$ cat src/dib_pkg.sv
// Purpose: constants and types for the input-path signature block
// Assumes: byte-wide registers on a four-wire serial port (separate sdi and sdo), five-bit address
// Notes: offsets are the register addresses seen on the serial port
package dib_pkg;
   // register addresses
   localparam logic [4:0] DIB_ADDR_CTRL = 5'h11; // self_test_control
   localparam logic [4:0] DIB_ADDR_SIG0 = 5'h12; // signature_byte0, bits 7:0
   localparam logic [4:0] DIB_ADDR_SIG1 = 5'h13; // signature_byte1, bits 15:8
   localparam logic [4:0] DIB_ADDR_SIG2 = 5'h14; // signature_byte2, bits 23:16
   localparam logic [4:0] DIB_ADDR_SIG3 = 5'h15; // signature_byte3, bits 31:24
   localparam logic [7:0] DIB_CTRL_RESET = 8'h00; // control reset value
   // control field positions
   localparam int DIB_BIT_CLEAR = 0; // clear all signatures
   localparam int DIB_BIT_FIFO_EN = 1; // enable fifo-stage compressors
   localparam int DIB_BIT_INPUT_EN = 2; // enable input-stage compressors
   localparam int DIB_BIT_SIGNATURE_READ_ENABLE = 5; // signature_read_enable
   localparam int DIB_SEL_HI = 7; // select field top bit
   localparam int DIB_SEL_LO = 6; // select field bottom bit
   // serial command layout
   localparam int DIB_CMD_RW_BIT = 7; // 1 = read
   // widths
   localparam int DIB_DATA_W = 14; // sample_data_bus width
   localparam int DIB_SIG_W = 32; // compressor width
   localparam int DIB_XNOR_TOP = 13; // last bit that mixes in data
   // timing seen by the far side, in data-clock cycles
   localparam int DIB_CLEAR_HOLD_DCLK = 50;
   localparam int DIB_RESET_PHASE_DCLK = 16;
   // serial state machine, gray along the usual path
   typedef enum logic [1:0] {
      DIB_SPI_IDLE = 2'b00,
      DIB_SPI_CMD = 2'b01,
      DIB_SPI_DATA = 2'b11,
      DIB_SPI_DONE = 2'b10
   } dib_spi_state_type;
endpackage : dib_pkg

$ cat src/dib_signature.sv
// Purpose: signature compressors on the sample input path with serial register access
// Assumes: clock is the conversion clock; pins are asynchronous and synchronised here
// Notes: the source centres its data clock edges in the data eye
`timescale 1ns/1ps
module dib_signature
   import dib_pkg::*;
(
   input wire logic clock,
   input wire logic srst,
   input wire logic source_data_clock, // ddr data clock pin
   input wire logic [DIB_DATA_W-1:0] sample_data_bus, // ddr sample pins
   input wire logic reset_pin, // device reset pin, active high
   input wire logic spi_sclk,
   input wire logic spi_cs_n,
   input wire logic spi_sdi,
   output logic spi_sdo,
   output logic spi_sdo_oe
);

   // one compressor step; the zero word is skipped
   function automatic logic [DIB_SIG_W-1:0] lfsr_step(input logic [DIB_SIG_W-1:0] s,
                                                      input logic [DIB_DATA_W-1:0] d);
      logic [DIB_SIG_W-1:0] n;
      n = s;
      if (d != '0) begin
         n = {s[DIB_SIG_W-2:0], 1'b0};
         n[0] = ~(s[DIB_SIG_W-1] ^ d[0]);
         for (int i = 1; i <= DIB_XNOR_TOP; i++) begin
            n[i] = ~(s[i-1] ^ d[i]);
         end
      end
      return n;
   endfunction : lfsr_step

   // register read decode, shared by the shifter and a check
   function automatic logic [7:0] read_byte(input logic [4:0] a, input logic [7:0] c,
                                            input logic [DIB_SIG_W-1:0] s);
      logic [7:0] r;
      r = 8'h00;
      case (a)
         DIB_ADDR_CTRL: r = c;
         DIB_ADDR_SIG0: r = c[DIB_BIT_SIGNATURE_READ_ENABLE] ? s[7:0] : 8'h00;
         DIB_ADDR_SIG1: r = c[DIB_BIT_SIGNATURE_READ_ENABLE] ? s[15:8] : 8'h00;
         DIB_ADDR_SIG2: r = c[DIB_BIT_SIGNATURE_READ_ENABLE] ? s[23:16] : 8'h00;
         DIB_ADDR_SIG3: r = c[DIB_BIT_SIGNATURE_READ_ENABLE] ? s[31:24] : 8'h00;
         default: r = 8'h00;
      endcase
      return r;
   endfunction : read_byte

   // pin synchronisers; only the second stage and the edge stages feed logic
   logic dclk_s1_reg, dclk_s2_reg, dclk_s3_reg;
   logic [DIB_DATA_W-1:0] data_s1_reg, data_s2_reg;
   logic rstp_s1_reg, rstp_s2_reg;
   logic sclk_s1_reg, sclk_s2_reg, sclk_s3_reg;
   logic cs_s1_reg, cs_s2_reg;
   logic sdi_s1_reg, sdi_s2_reg;

   // two flops, then an edge stage on the two clock pins only; no reset, so the edge stage tracks its pin
   always_ff @(posedge clock) begin
      dclk_s1_reg <= source_data_clock;
      dclk_s2_reg <= dclk_s1_reg;
      dclk_s3_reg <= dclk_s2_reg;
      data_s1_reg <= sample_data_bus;
      data_s2_reg <= data_s1_reg;
      rstp_s1_reg <= reset_pin;
      rstp_s2_reg <= rstp_s1_reg;
      sclk_s1_reg <= spi_sclk;
      sclk_s2_reg <= sclk_s1_reg;
      sclk_s3_reg <= sclk_s2_reg;
      cs_s1_reg <= spi_cs_n;
      cs_s2_reg <= cs_s1_reg;
      sdi_s1_reg <= spi_sdi;
      sdi_s2_reg <= sdi_s1_reg;
   end

   logic dclk_rise, dclk_fall, sclk_rise, sclk_fall;
   assign dclk_rise = dclk_s2_reg & ~dclk_s3_reg;
   assign dclk_fall = ~dclk_s2_reg & dclk_s3_reg;
   assign sclk_rise = sclk_s2_reg & ~sclk_s3_reg;
   assign sclk_fall = ~sclk_s2_reg & sclk_s3_reg;

   // ---------------- serial register port ----------------
   dib_spi_state_type spi_state_reg, spi_state_next;
   logic [2:0] bit_cnt_reg, bit_cnt_next; // bit within the current byte
   logic [7:0] cmd_reg, cmd_next; // instruction byte; write data shifts into wdata_reg
   logic [7:0] wdata_reg, wdata_next;
   logic [7:0] out_shift_reg, out_shift_next; // read data, msb first
   logic [7:0] ctrl_reg, ctrl_next; // self_test_control
   logic sdo_reg, sdo_next;
   logic sdo_oe_reg, sdo_oe_next;
   logic wr_commit; // write of a full data byte
   logic [DIB_SIG_W-1:0] sig_reg [4]; // 0,1 input stage; 2,3 fifo stage
   logic [DIB_SIG_W-1:0] sel_sig;

   assign sel_sig = sig_reg[ctrl_reg[DIB_SEL_HI:DIB_SEL_LO]];

   // serial next state: command byte then one data byte
   always_comb begin
      spi_state_next = spi_state_reg;
      bit_cnt_next = bit_cnt_reg;
      cmd_next = cmd_reg;
      wdata_next = wdata_reg;
      out_shift_next = out_shift_reg;
      ctrl_next = ctrl_reg;
      sdo_next = sdo_reg;
      sdo_oe_next = 1'b0;
      wr_commit = 1'b0;
      if (cs_s2_reg) begin
         // deselect aborts any partial byte
         spi_state_next = DIB_SPI_IDLE;
         bit_cnt_next = 3'h0;
      end else begin
         case (spi_state_reg)
            DIB_SPI_IDLE: begin
               spi_state_next = DIB_SPI_CMD;
               bit_cnt_next = 3'h0;
            end
            DIB_SPI_CMD: begin
               if (sclk_rise) begin
                  cmd_next = {cmd_reg[6:0], sdi_s2_reg};
                  bit_cnt_next = bit_cnt_reg + 3'h1;
                  if (bit_cnt_reg == 3'h7) begin
                     spi_state_next = DIB_SPI_DATA;
                     // read decode has no side effect
                     out_shift_next = read_byte(cmd_next[4:0], ctrl_reg, sel_sig);
                  end
               end
            end
            DIB_SPI_DATA: begin
               sdo_oe_next = cmd_reg[DIB_CMD_RW_BIT];
               if (sclk_fall) begin
                  sdo_next = out_shift_reg[7];
                  out_shift_next = {out_shift_reg[6:0], 1'b0};
               end
               if (sclk_rise) begin
                  wdata_next = {wdata_reg[6:0], sdi_s2_reg};
                  bit_cnt_next = bit_cnt_reg + 3'h1;
                  if (bit_cnt_reg == 3'h7) begin
                     spi_state_next = DIB_SPI_DONE;
                     wr_commit = ~cmd_reg[DIB_CMD_RW_BIT];
                     if (wr_commit && cmd_reg[4:0] == DIB_ADDR_CTRL) begin
                        ctrl_next = wdata_next;
                     end
                  end
               end
            end
            DIB_SPI_DONE: begin
               // extra clocks until deselect are ignored
               sdo_oe_next = 1'b0;
            end
            default: spi_state_next = DIB_SPI_IDLE;
         endcase
      end
   end

   // serial registers
   always_ff @(posedge clock) begin
      if (srst) begin
         spi_state_reg <= DIB_SPI_IDLE;
         bit_cnt_reg <= 3'h0;
         cmd_reg <= 8'h00;
         wdata_reg <= 8'h00;
         out_shift_reg <= 8'h00;
         ctrl_reg <= DIB_CTRL_RESET;
         sdo_reg <= 1'b0;
         sdo_oe_reg <= 1'b0;
      end else begin
         spi_state_reg <= spi_state_next;
         bit_cnt_reg <= bit_cnt_next;
         cmd_reg <= cmd_next;
         wdata_reg <= wdata_next;
         out_shift_reg <= out_shift_next;
         ctrl_reg <= ctrl_next;
         sdo_reg <= sdo_next;
         sdo_oe_reg <= sdo_oe_next;
      end
   end

   assign spi_sdo = sdo_reg;
   assign spi_sdo_oe = sdo_oe_reg;
   // ---------------- sample datapath ----------------
   logic cap_vld_reg, cap_vld_next; // capture stage after receiver
   logic cap_ph_reg, cap_ph_next; // 0 rising, 1 falling
   logic [DIB_DATA_W-1:0] cap_data_reg, cap_data_next;
   logic fifo_vld_reg, fifo_vld_next; // stage after clock-domain fifo
   logic fifo_ph_reg, fifo_ph_next;
   logic [DIB_DATA_W-1:0] fifo_data_reg, fifo_data_next;
   logic [DIB_SIG_W-1:0] sig_next [4];
   logic clr;
   assign clr = ctrl_reg[DIB_BIT_CLEAR] | rstp_s2_reg;

   // datapath next values; the fifo is one fixed stage, so single rate matches
   always_comb begin
      cap_vld_next = dclk_rise | dclk_fall;
      cap_ph_next = dclk_fall;
      cap_data_next = (dclk_rise | dclk_fall) ? data_s2_reg : cap_data_reg;
      fifo_vld_next = cap_vld_reg;
      fifo_ph_next = cap_ph_reg;
      fifo_data_next = cap_data_reg;
      for (int g = 0; g < 4; g++) sig_next[g] = sig_reg[g];
      if (cap_vld_reg && ctrl_reg[DIB_BIT_INPUT_EN]) begin
         sig_next[{1'b0, cap_ph_reg}] = lfsr_step(sig_reg[{1'b0, cap_ph_reg}], cap_data_reg);
      end
      if (fifo_vld_reg && ctrl_reg[DIB_BIT_FIFO_EN]) begin
         sig_next[{1'b1, fifo_ph_reg}] = lfsr_step(sig_reg[{1'b1, fifo_ph_reg}], fifo_data_reg);
      end
      if (clr) begin
         for (int g = 0; g < 4; g++) sig_next[g] = '0;
      end
   end

   // datapath registers; reset pin also empties the stages
   always_ff @(posedge clock) begin
      if (srst || rstp_s2_reg) begin
         cap_vld_reg <= 1'b0;
         cap_ph_reg <= 1'b0;
         cap_data_reg <= '0;
         fifo_vld_reg <= 1'b0;
         fifo_ph_reg <= 1'b0;
         fifo_data_reg <= '0;
         for (int g = 0; g < 4; g++) sig_reg[g] <= '0;
      end else begin
         cap_vld_reg <= cap_vld_next;
         cap_ph_reg <= cap_ph_next;
         cap_data_reg <= cap_data_next;
         fifo_vld_reg <= fifo_vld_next;
         fifo_ph_reg <= fifo_ph_next;
         fifo_data_reg <= fifo_data_next;
         for (int g = 0; g < 4; g++) sig_reg[g] <= sig_next[g];
      end
   end
endmodule : dib_signature

$ cat config.mk
export PLATFORM = sky130hd
export DESIGN_NAME = dib_signature
export DESIGN_NICKNAME = d
export VERILOG_FILES = /design/src/dib_pkg.sv /design/src/dib_signature.sv
export SDC_FILE = /design/constraint.sdc
export NUM_CORES = 1
export LEC_CHECK = 0
export BUFFER_PORTS_ARGS = -buffer_cell sky130_fd_sc_hd__buf_2
export CELL_PAD_IN_SITES_DETAIL_PLACEMENT = 1
export CELL_PAD_IN_SITES_GLOBAL_PLACEMENT = 1
export CORE_ASPECT_RATIO = 0.75
export CORE_MARGIN = 2
export CORE_UTILIZATION = 29
export CTS_CLUSTER_DIAMETER = 60
export DETAILED_ROUTE_END_ITERATION = 8
export GPL_TIMING_DRIVEN = 0
export PLACE_DENSITY_LB_ADDON = 0.05
export SLEW_MARGIN = 10
export SYNTH_ARGS = -nofsm -noshare
export SYNTH_HDL_FRONTEND = slang
export SYNTH_SLANG_ARGS = --single-unit
$ cat constraint.sdc
create_clock -name clock -period 1.78 [get_ports clock]
set_input_delay 0.178 -clock clock [delete_from_list [all_inputs] [get_ports clock]]
set_output_delay 0.178 -clock clock [all_outputs]
set_load 0.01 [all_outputs]
==> metrics.md, run 1 <==
| Metric | Value |
|---|---|
| First-pass GRT wire length | `~62 mm` |
| Asr flop ratio synth | `0%` |
| RSZ-0062 raised after global routing | `yes` |
| Critical path endpoint category | `flip-flop` |
| Final setup violation count | `2` |
| Final Skew | `0.0245 ns` |
| Largest family of logic cells by synthesized area | `simple AND/OR/NAND/NOR gates` |
| CTS tree | `built` |
| Post-route ant nets | `0` |
| Ratio of cells with drive above 1 in the final layout | `23.7%` |
| Mapped Area | `roughly 0.011 mm2` |
| Initial Utilization | `between 20% and 30%` |
| Leak pwr | `4.23 nW` |
| Most frequent cells in the layout | `dfxtp_1, a21oi_1, nand4_1` |
| Ports | `23` |
| Worst Path Arrival | `around 2.2 ns` |
| Synth unique cells | `50` |
| Area Growth Syn to Fin | `26.2%` |
| I/O Buffers | `22` |
| Clock transition at path regs | `about 0.060 ns` |
| DR DRC count | `0` |
| Largest register FFs | `128` |
| Total congestion overflow | `0` |
| Failing checks | `setup timing` |
| Final Hold Viols | `0` |
| Crit Path Category | `reg2reg` |
| Syn Inst Count | `between 1000 and 1500` |
| FF+latch count, synth | `240` |
| Final WL | `between 40 and 50 mm` |
| Synth Area in XOR/XNOR | `under 10%` |
| Worst min-delay path class | `in2reg` |
| Num rows | `60` |
| Syn nets | `about 1100` |
| Util after Layout | `around 37%` |
| Slew headroom | `between 50% and 60%` |
| Post-synthesis sequential area ratio | `roughly 45%` |
| Hold slack | `~0.057 ns` |
| DP HPWL | `30.0 mm` |
| Worst endpoint required time | `between 2 and 2.5 ns` |
| First drt pass iteration count | `5` |
| Final period util | `101%` |
| Status | `finished with violations` |
| Type of origin of the critical path | `flip-flop` |
| Crit Path Max Fanout | `6` |
| Yosys Warn Count | `0` |
| CTS sink cnt | `240` |
| Compound-cell area share of the yosys netlist | `between 10% and 20%` |
| Largest net degree at the start of global routing | `15` |
| Commonest non-fill, non-tap cell in the layout | `dfxtp_1` |
| Peak supply drop | `about 0.67 mV` |
| Via count | `9437` |
| Post-synth EDFFs | `0` |
| Tot GR Track Use | `between 20% and 30%` |
| Crit path time final | `around 1.8 ns` |
| Via density | `around 5.7` |
| Setup ws final | `-0.0230 ns` |
| Chip width | `~220 um` |
| Proportion of synthesized area in mux cells | `a little over an eighth` |
| Most used DFF post-synth | `dfxtp_1` |
| Core region area | `0.0359 mm2` |
| Simple-gate share of the synthesized area | `approximately 20%` |
| Height of the die | `~170 um` |
| GP Congestion | `roughly 0.82` |
| CTS root buf | `clkbuf_16` |
| Pwr Total | `approximately 13 mW` |
| Peak Freq | `approximately 0.55 GHz` |
| Power Density | `about 1000 mW/mm2` |
| Slew Viols, Final | `0` |
| Nets | `1196` |
| Clk_lat worst skew | `approximately 0.57 ns` |
| Syn_area_per_cell | `between 9 and 10 um2` |
| Actual slew at the worst max-slew pin | `roughly 0.7 ns` |
| Die area | `between 0.03 and 0.04 mm2` |
| H-tree Lvls | `1` |
| Initial DRC Count | `765` |
| Antenna violations before repair | `0` |
| Vias in the first global route | `9415` |
| Pre-CTS setup slack | `-1.05 ns` |
| Max-cap violations | `0` |
| Num CTS Buffers | `30` |
| Clk buf depth | `3` |
| Synth Area in Adders | `less than 1%` |
| DR WL/cell | `roughly 25 um` |
-- area by class of cell --
class / count / area [um2]
plain buffers: 119 / 736
clock inverters: 15 / 196
well taps: 465 / 582
clock buffers: 40 / 850
repair buffers: 59 / 485
flip-flops and latches: 240 / 4830
fillers: 4003 / 22500
inverters: 4 / 15.0
multi-input cells: 718 / 5640
diodes: 1 / 2.50
-- worst max-delay path, cell delays in order (launching register included) --
cell and delay (ns):
dfxtp_2 0.33, buf_8 0.14, buf_12 0.15, mux4_2 0.51, and3_4 0.20, o31ai_4 0.21
a311oi_1 0.11
-- cell families after synthesis --
kind of cell               after synthesis
muxes                                  100
AOI/OAI and AO/OA                      231
xor gates and xnor gates                29
and+or+nand+nor                        355
buffers and inverters                  133
adders and majority gates                3
DFF                                    240
-- report_power, final --
part	total (mW)	internal, mW	switching [mW]
logic	1.02	0.339	0.679
clock network	6.47	3.94	2.53
registers	5.51	5.44	0.0687
total	13.0	9.72	3.28
-- routing by layer --
| layer | vias up | routed length [um] | global-route usage (%) | part of all wire, % |
|---|---|---|---|---|
| met5 | - | 0 | 0 | 0 |
| met4 | 0 | 658 | 3.66 | 1.6 |
| met3 | 46 | 2840 | 4.57 | 6.8 |
| met2 | 253 | 16300 | 29.6 | 39 |
| met1 | 4772 | 21800 | 34.7 | 52 |
| li1 | 4366 | - | - | - |
-- final timing paths --
check        slack, ns  cells after the start                to      startpoint
min reg2reg       0.32                      0    data_s2_reg[1]  data_s1_reg[1]
max              -0.02                      6  out_shift_reg[5]       flip-flop
max reg2reg      -0.02                      6  out_shift_reg[5]       flip-flop
min               0.06                      3        cap_ph_reg            srst
-- synth_stat cells (all sizes together), types with 4 or more instances --
cell type | count | area [um2]
buf | 37 | 166
a21oi | 75 | 375
inv | 4 | 15.0
nand4 | 74 | 463
o31ai | 73 | 548
nand2 | 7 | 26.3
nor2 | 49 | 186
nand3b | 9 | 67.6
and4 | 8 | 70.1
and3 | 9 | 56.3
a211oi | 8 | 60.1
nand2b | 4 | 25.0
a31oi | 58 | 363
o21bai | 6 | 45.0
nand3 | 21 | 105
mux2i | 66 | 661
nor3 | 67 | 347
xor2 | 28 | 245
clkbuf | 92 | 345
dfxtp | 240 | 4800
mux4 | 32 | 721
nor4 | 68 | 440
nor4b | 5 | 43.8
and2 | 20 | 125
-- timing repair --
action	CTS	global route
hold buffers	19	0
buffers inserted	13	3
setup endpoints to repair	157	159
pin swaps	15	9
hold endpoints to repair	19	0
resized for setup	130	108
gates cloned	2	1
-- metrics by stage --
stage / setup TNS (ns) / std cells / cell area, um2
detailed placement: -104.83 / 1578 / 11300
global placement: -108.45 / 1578 / 11300
floorplan: 0 / 1091 / 10600
CTS: -0.132 / 1659 / 13000
global route: -1.33 / 1660 / 13300
finish: -0.0254 / 1661 / 13300
Note: power is estimated with default switching activity, not from simulation.
==> inputs of run 2 (changes only) <==
--- a/config.mk
+++ b/config.mk
@@ -5,7 +5,7 @@
 export SDC_FILE = /design/constraint.sdc
 export NUM_CORES = 1
 export LEC_CHECK = 0
-export BUFFER_PORTS_ARGS = -buffer_cell sky130_fd_sc_hd__buf_2
+export BUFFER_PORTS_ARGS = -buffer_cell sky130_fd_sc_hd__clkbuf_2
 export CELL_PAD_IN_SITES_DETAIL_PLACEMENT = 1
 export CELL_PAD_IN_SITES_GLOBAL_PLACEMENT = 1
 export CORE_ASPECT_RATIO = 0.75
@@ -14,7 +14,7 @@
 export CTS_CLUSTER_DIAMETER = 60
 export DETAILED_ROUTE_END_ITERATION = 8
 export GPL_TIMING_DRIVEN = 0
-export PLACE_DENSITY_LB_ADDON = 0.05
+export PLACE_DENSITY_LB_ADDON = 0.1
 export SLEW_MARGIN = 10
 export SYNTH_ARGS = -nofsm -noshare
 export SYNTH_HDL_FRONTEND = slang
==> metrics.md, run 2 (synthesis gave the netlist of run 1 again) <==
| Metric | Value |
|---|---|
| Status | `finished with violations` |
| Failing checks | `setup timing` |
| Slew headroom | `54.5% (+0.076 points)` |
| Finished Layout Cells | `1657 (-0.24%)` |
| Final setup violation count | `3 (+1)` |
| Ports | `23 (unchanged)` |
| Final Hold Viols | `0 (unchanged)` |
| Ratio of cells with drive above 1 in the final layout | `24.2% (+0.56 points)` |
| GP Congestion | `0.846 (+3.1%)` |
| Pwr Total | `12.6 mW (-3.2%)` |
| First drt pass iteration count | `5 (unchanged)` |
| Num CTS Buffers | `29 (-3.3%)` |
| Chip width | `224 um (unchanged)` |
| Critical path endpoint category | `flip-flop` |
| H-tree Lvls | `1 (unchanged)` |
| Routed length on met3 | `3.29 mm (+16%)` |
| Die area | `0.0380 mm2 (unchanged)` |
| Power Density | `940 mW/mm2 (-3.6%)` |
| Max-cap violations | `0 (unchanged)` |
| Worst endpoint required time | `2.19 ns (about the same)` |
| WL met2 | `15.9 mm (-2.4%)` |
| Largest register FFs | `128 (unchanged)` |
| Via count | `9486 (+0.52%)` |
| Area Growth Syn to Fin | `26.6%` |
| Leak pwr | `4.21 nW (-0.55%)` |
| Hold Path Origin | `srst` |
| Peak supply drop | `0.680 mV (+2.0%)` |
| ANT cells | `0 (-1)` |
| Via density | `5.72 (+0.76%)` |
| Initial Utilization | `29.5% (unchanged)` |
| Crit Path Max Fanout | `7 (+1)` |
| DP HPWL | `29.8 mm (-0.74%)` |
| Largest net degree at the start of global routing | `14 (-1)` |
| I/O Buffers | `22 (unchanged)` |
| Final Skew | `0.00813 ns (-0.0163 ns)` |
| Nets | `1198 (+0.17%)` |
| Clk_lat worst skew | `0.56 ns (about the same)` |
| Max Used Layer | `met4` |
| Clock transition at path regs | `0.06 ns (about the same)` |
| Most frequent cells in the layout | `dfxtp_1, a21oi_1, nand4_1` |
| WL met1 | `21.5 mm (-1.5%)` |
| Peak Freq | `0.542 GHz (-2.3%)` |
| Vias in the first global route | `9519 (+1.1%)` |
| Dpl cells | `1578 (unchanged)` |
| Crit path time final | `1.85 ns (+0.0426 ns)` |
| Fillers | `4008 (+0.12%)` |
| First-pass GRT wire length | `61.8 mm (-0.58%)` |
| Worst Path Arrival | `2.26 ns (+0.04 ns)` |
| Initial DRC Count | `979 (+28%)` |
| Core region area | `0.0359 mm2 (unchanged)` |
| DR DRC count | `0 (unchanged)` |
| DR WL/cell | `24.9 um (-0.47%)` |
| Commonest non-fill, non-tap cell in the layout | `dfxtp_1` |
| Num rows | `60 (unchanged)` |
| Actual slew at the worst max-slew pin | `0.683 ns (-0.00113 ns)` |
| Final period util | `104% (+2.4 points)` |
| Crit Path Category | `reg2reg` |
| Height of the die | `169 um (unchanged)` |
| Final WL | `41.3 mm (-0.71%)` |
| Setup ws final | `-0.0656 ns (-0.0426 ns)` |
| Post-route ant nets | `0 (unchanged)` |
| Total congestion overflow | `0 (unchanged)` |
| Slew Viols, Final | `0 (unchanged)` |
| CTS sink cnt | `240 (unchanged)` |
| CTS root buf | `clkbuf_16` |
| Clk buf depth | `3 (unchanged)` |
| CTS tree | `built` |
| Antenna violations before repair | `0 (unchanged)` |
| Tot GR Track Use | `21.5% (-0.21 points)` |
| Worst min-delay path class | `in2reg` |
| RSZ-0062 raised after global routing | `yes` |
| Type of origin of the critical path | `flip-flop` |
-- run 2: cell count changes in the layout (fill, tap and decap cells not counted), moves of 2 or more --
| cell | change |
|---|---|
| nor4_1 | -2 |
| clkinvlp_4 | +2 |
| buf_2 | -26 |
| clkinv_2 | -4 |
| clkbuf_2 | +26 |
| buf_12 | +3 |
| nor4_2 | +3 |
| clkbuf_8 | +4 |
| inv_6 | -4 |
| bufinv_16 | -2 |
-- run 2: worst max-delay path: stages (launching register included) --
cell and delay [ns]:
dfxtp_2 0.35, buf_12 0.15, buf_12 0.14, mux4_2 0.52, and3_4 0.21, o31ai_4 0.22
a311oi_1 0.11
-- run 2: cell type report --
| class | count | area [um2] | share of cell area, % |
|---|---|---|---|
| inverter | 4 | 15.0 | 0.112 |
| multi-input combinational | 718 | 5690 | 42.5 |
| timing repair buffer | 61 | 537 | 4.01 |
| clock buffer | 41 | 861 | 6.43 |
| buffer | 120 | 756 | 5.65 |
| clock inverter | 8 | 105 | 0.785 |
| sequential | 240 | 4840 | 36.1 |
| tap | 465 | 582 | 4.35 |
-- run 2: metrics by stage --
stage	hold WS (ns)	utilization, %	area, um2	TNS (ns)	setup slack (ns)
finish	0.108	37.3	13400	-0.0845	-0.0656
global placement	0.280	31.5	11300	-79.42	-0.707
CTS	0.0988	36.0	12900	-0.180	-0.0573
floorplan	0.206	-	10600	0	0.0174
global route	0.145	37.3	13400	-0.512	-0.0965
detailed placement	0.283	31.5	11300	-79.32	-0.689
-- run 2: metal layers --
metal	vias to the layer above	global-route usage, %
met4	0	3.69
met1	4793	33.9
li1	4366	-
met3	44	5.37
met5	-	0
met2	283	29.3
-- run 2: where the power goes --
group          internal [mW]  switching (mW)  total, mW
sequential              5.44          0.0663       5.50
combinational          0.334           0.673       1.01
clock                   3.62            2.45       6.07
-- run 2: worst paths after layout --
path / slack (ns) / cells past startpoint / to
max: -0.07 / 6 / out_shift_reg[5]
min reg2reg: 0.32 / 0 / data_s2_reg[7]
max reg2reg: -0.07 / 6 / out_shift_reg[5]
min: 0.11 / 3 / cap_ph_reg
-- run 2: what timing repair did --
item / 4_1_cts / 5_1_grt
setup buffers: 11 / 6
setup endpoints to repair: 157 / 165
gates cloned: 1 / 3
hold buffers: 19 / 0
resized for setup: 121 / 129
pin swaps: 18 / 19
hold endpoints to repair: 19 / 0
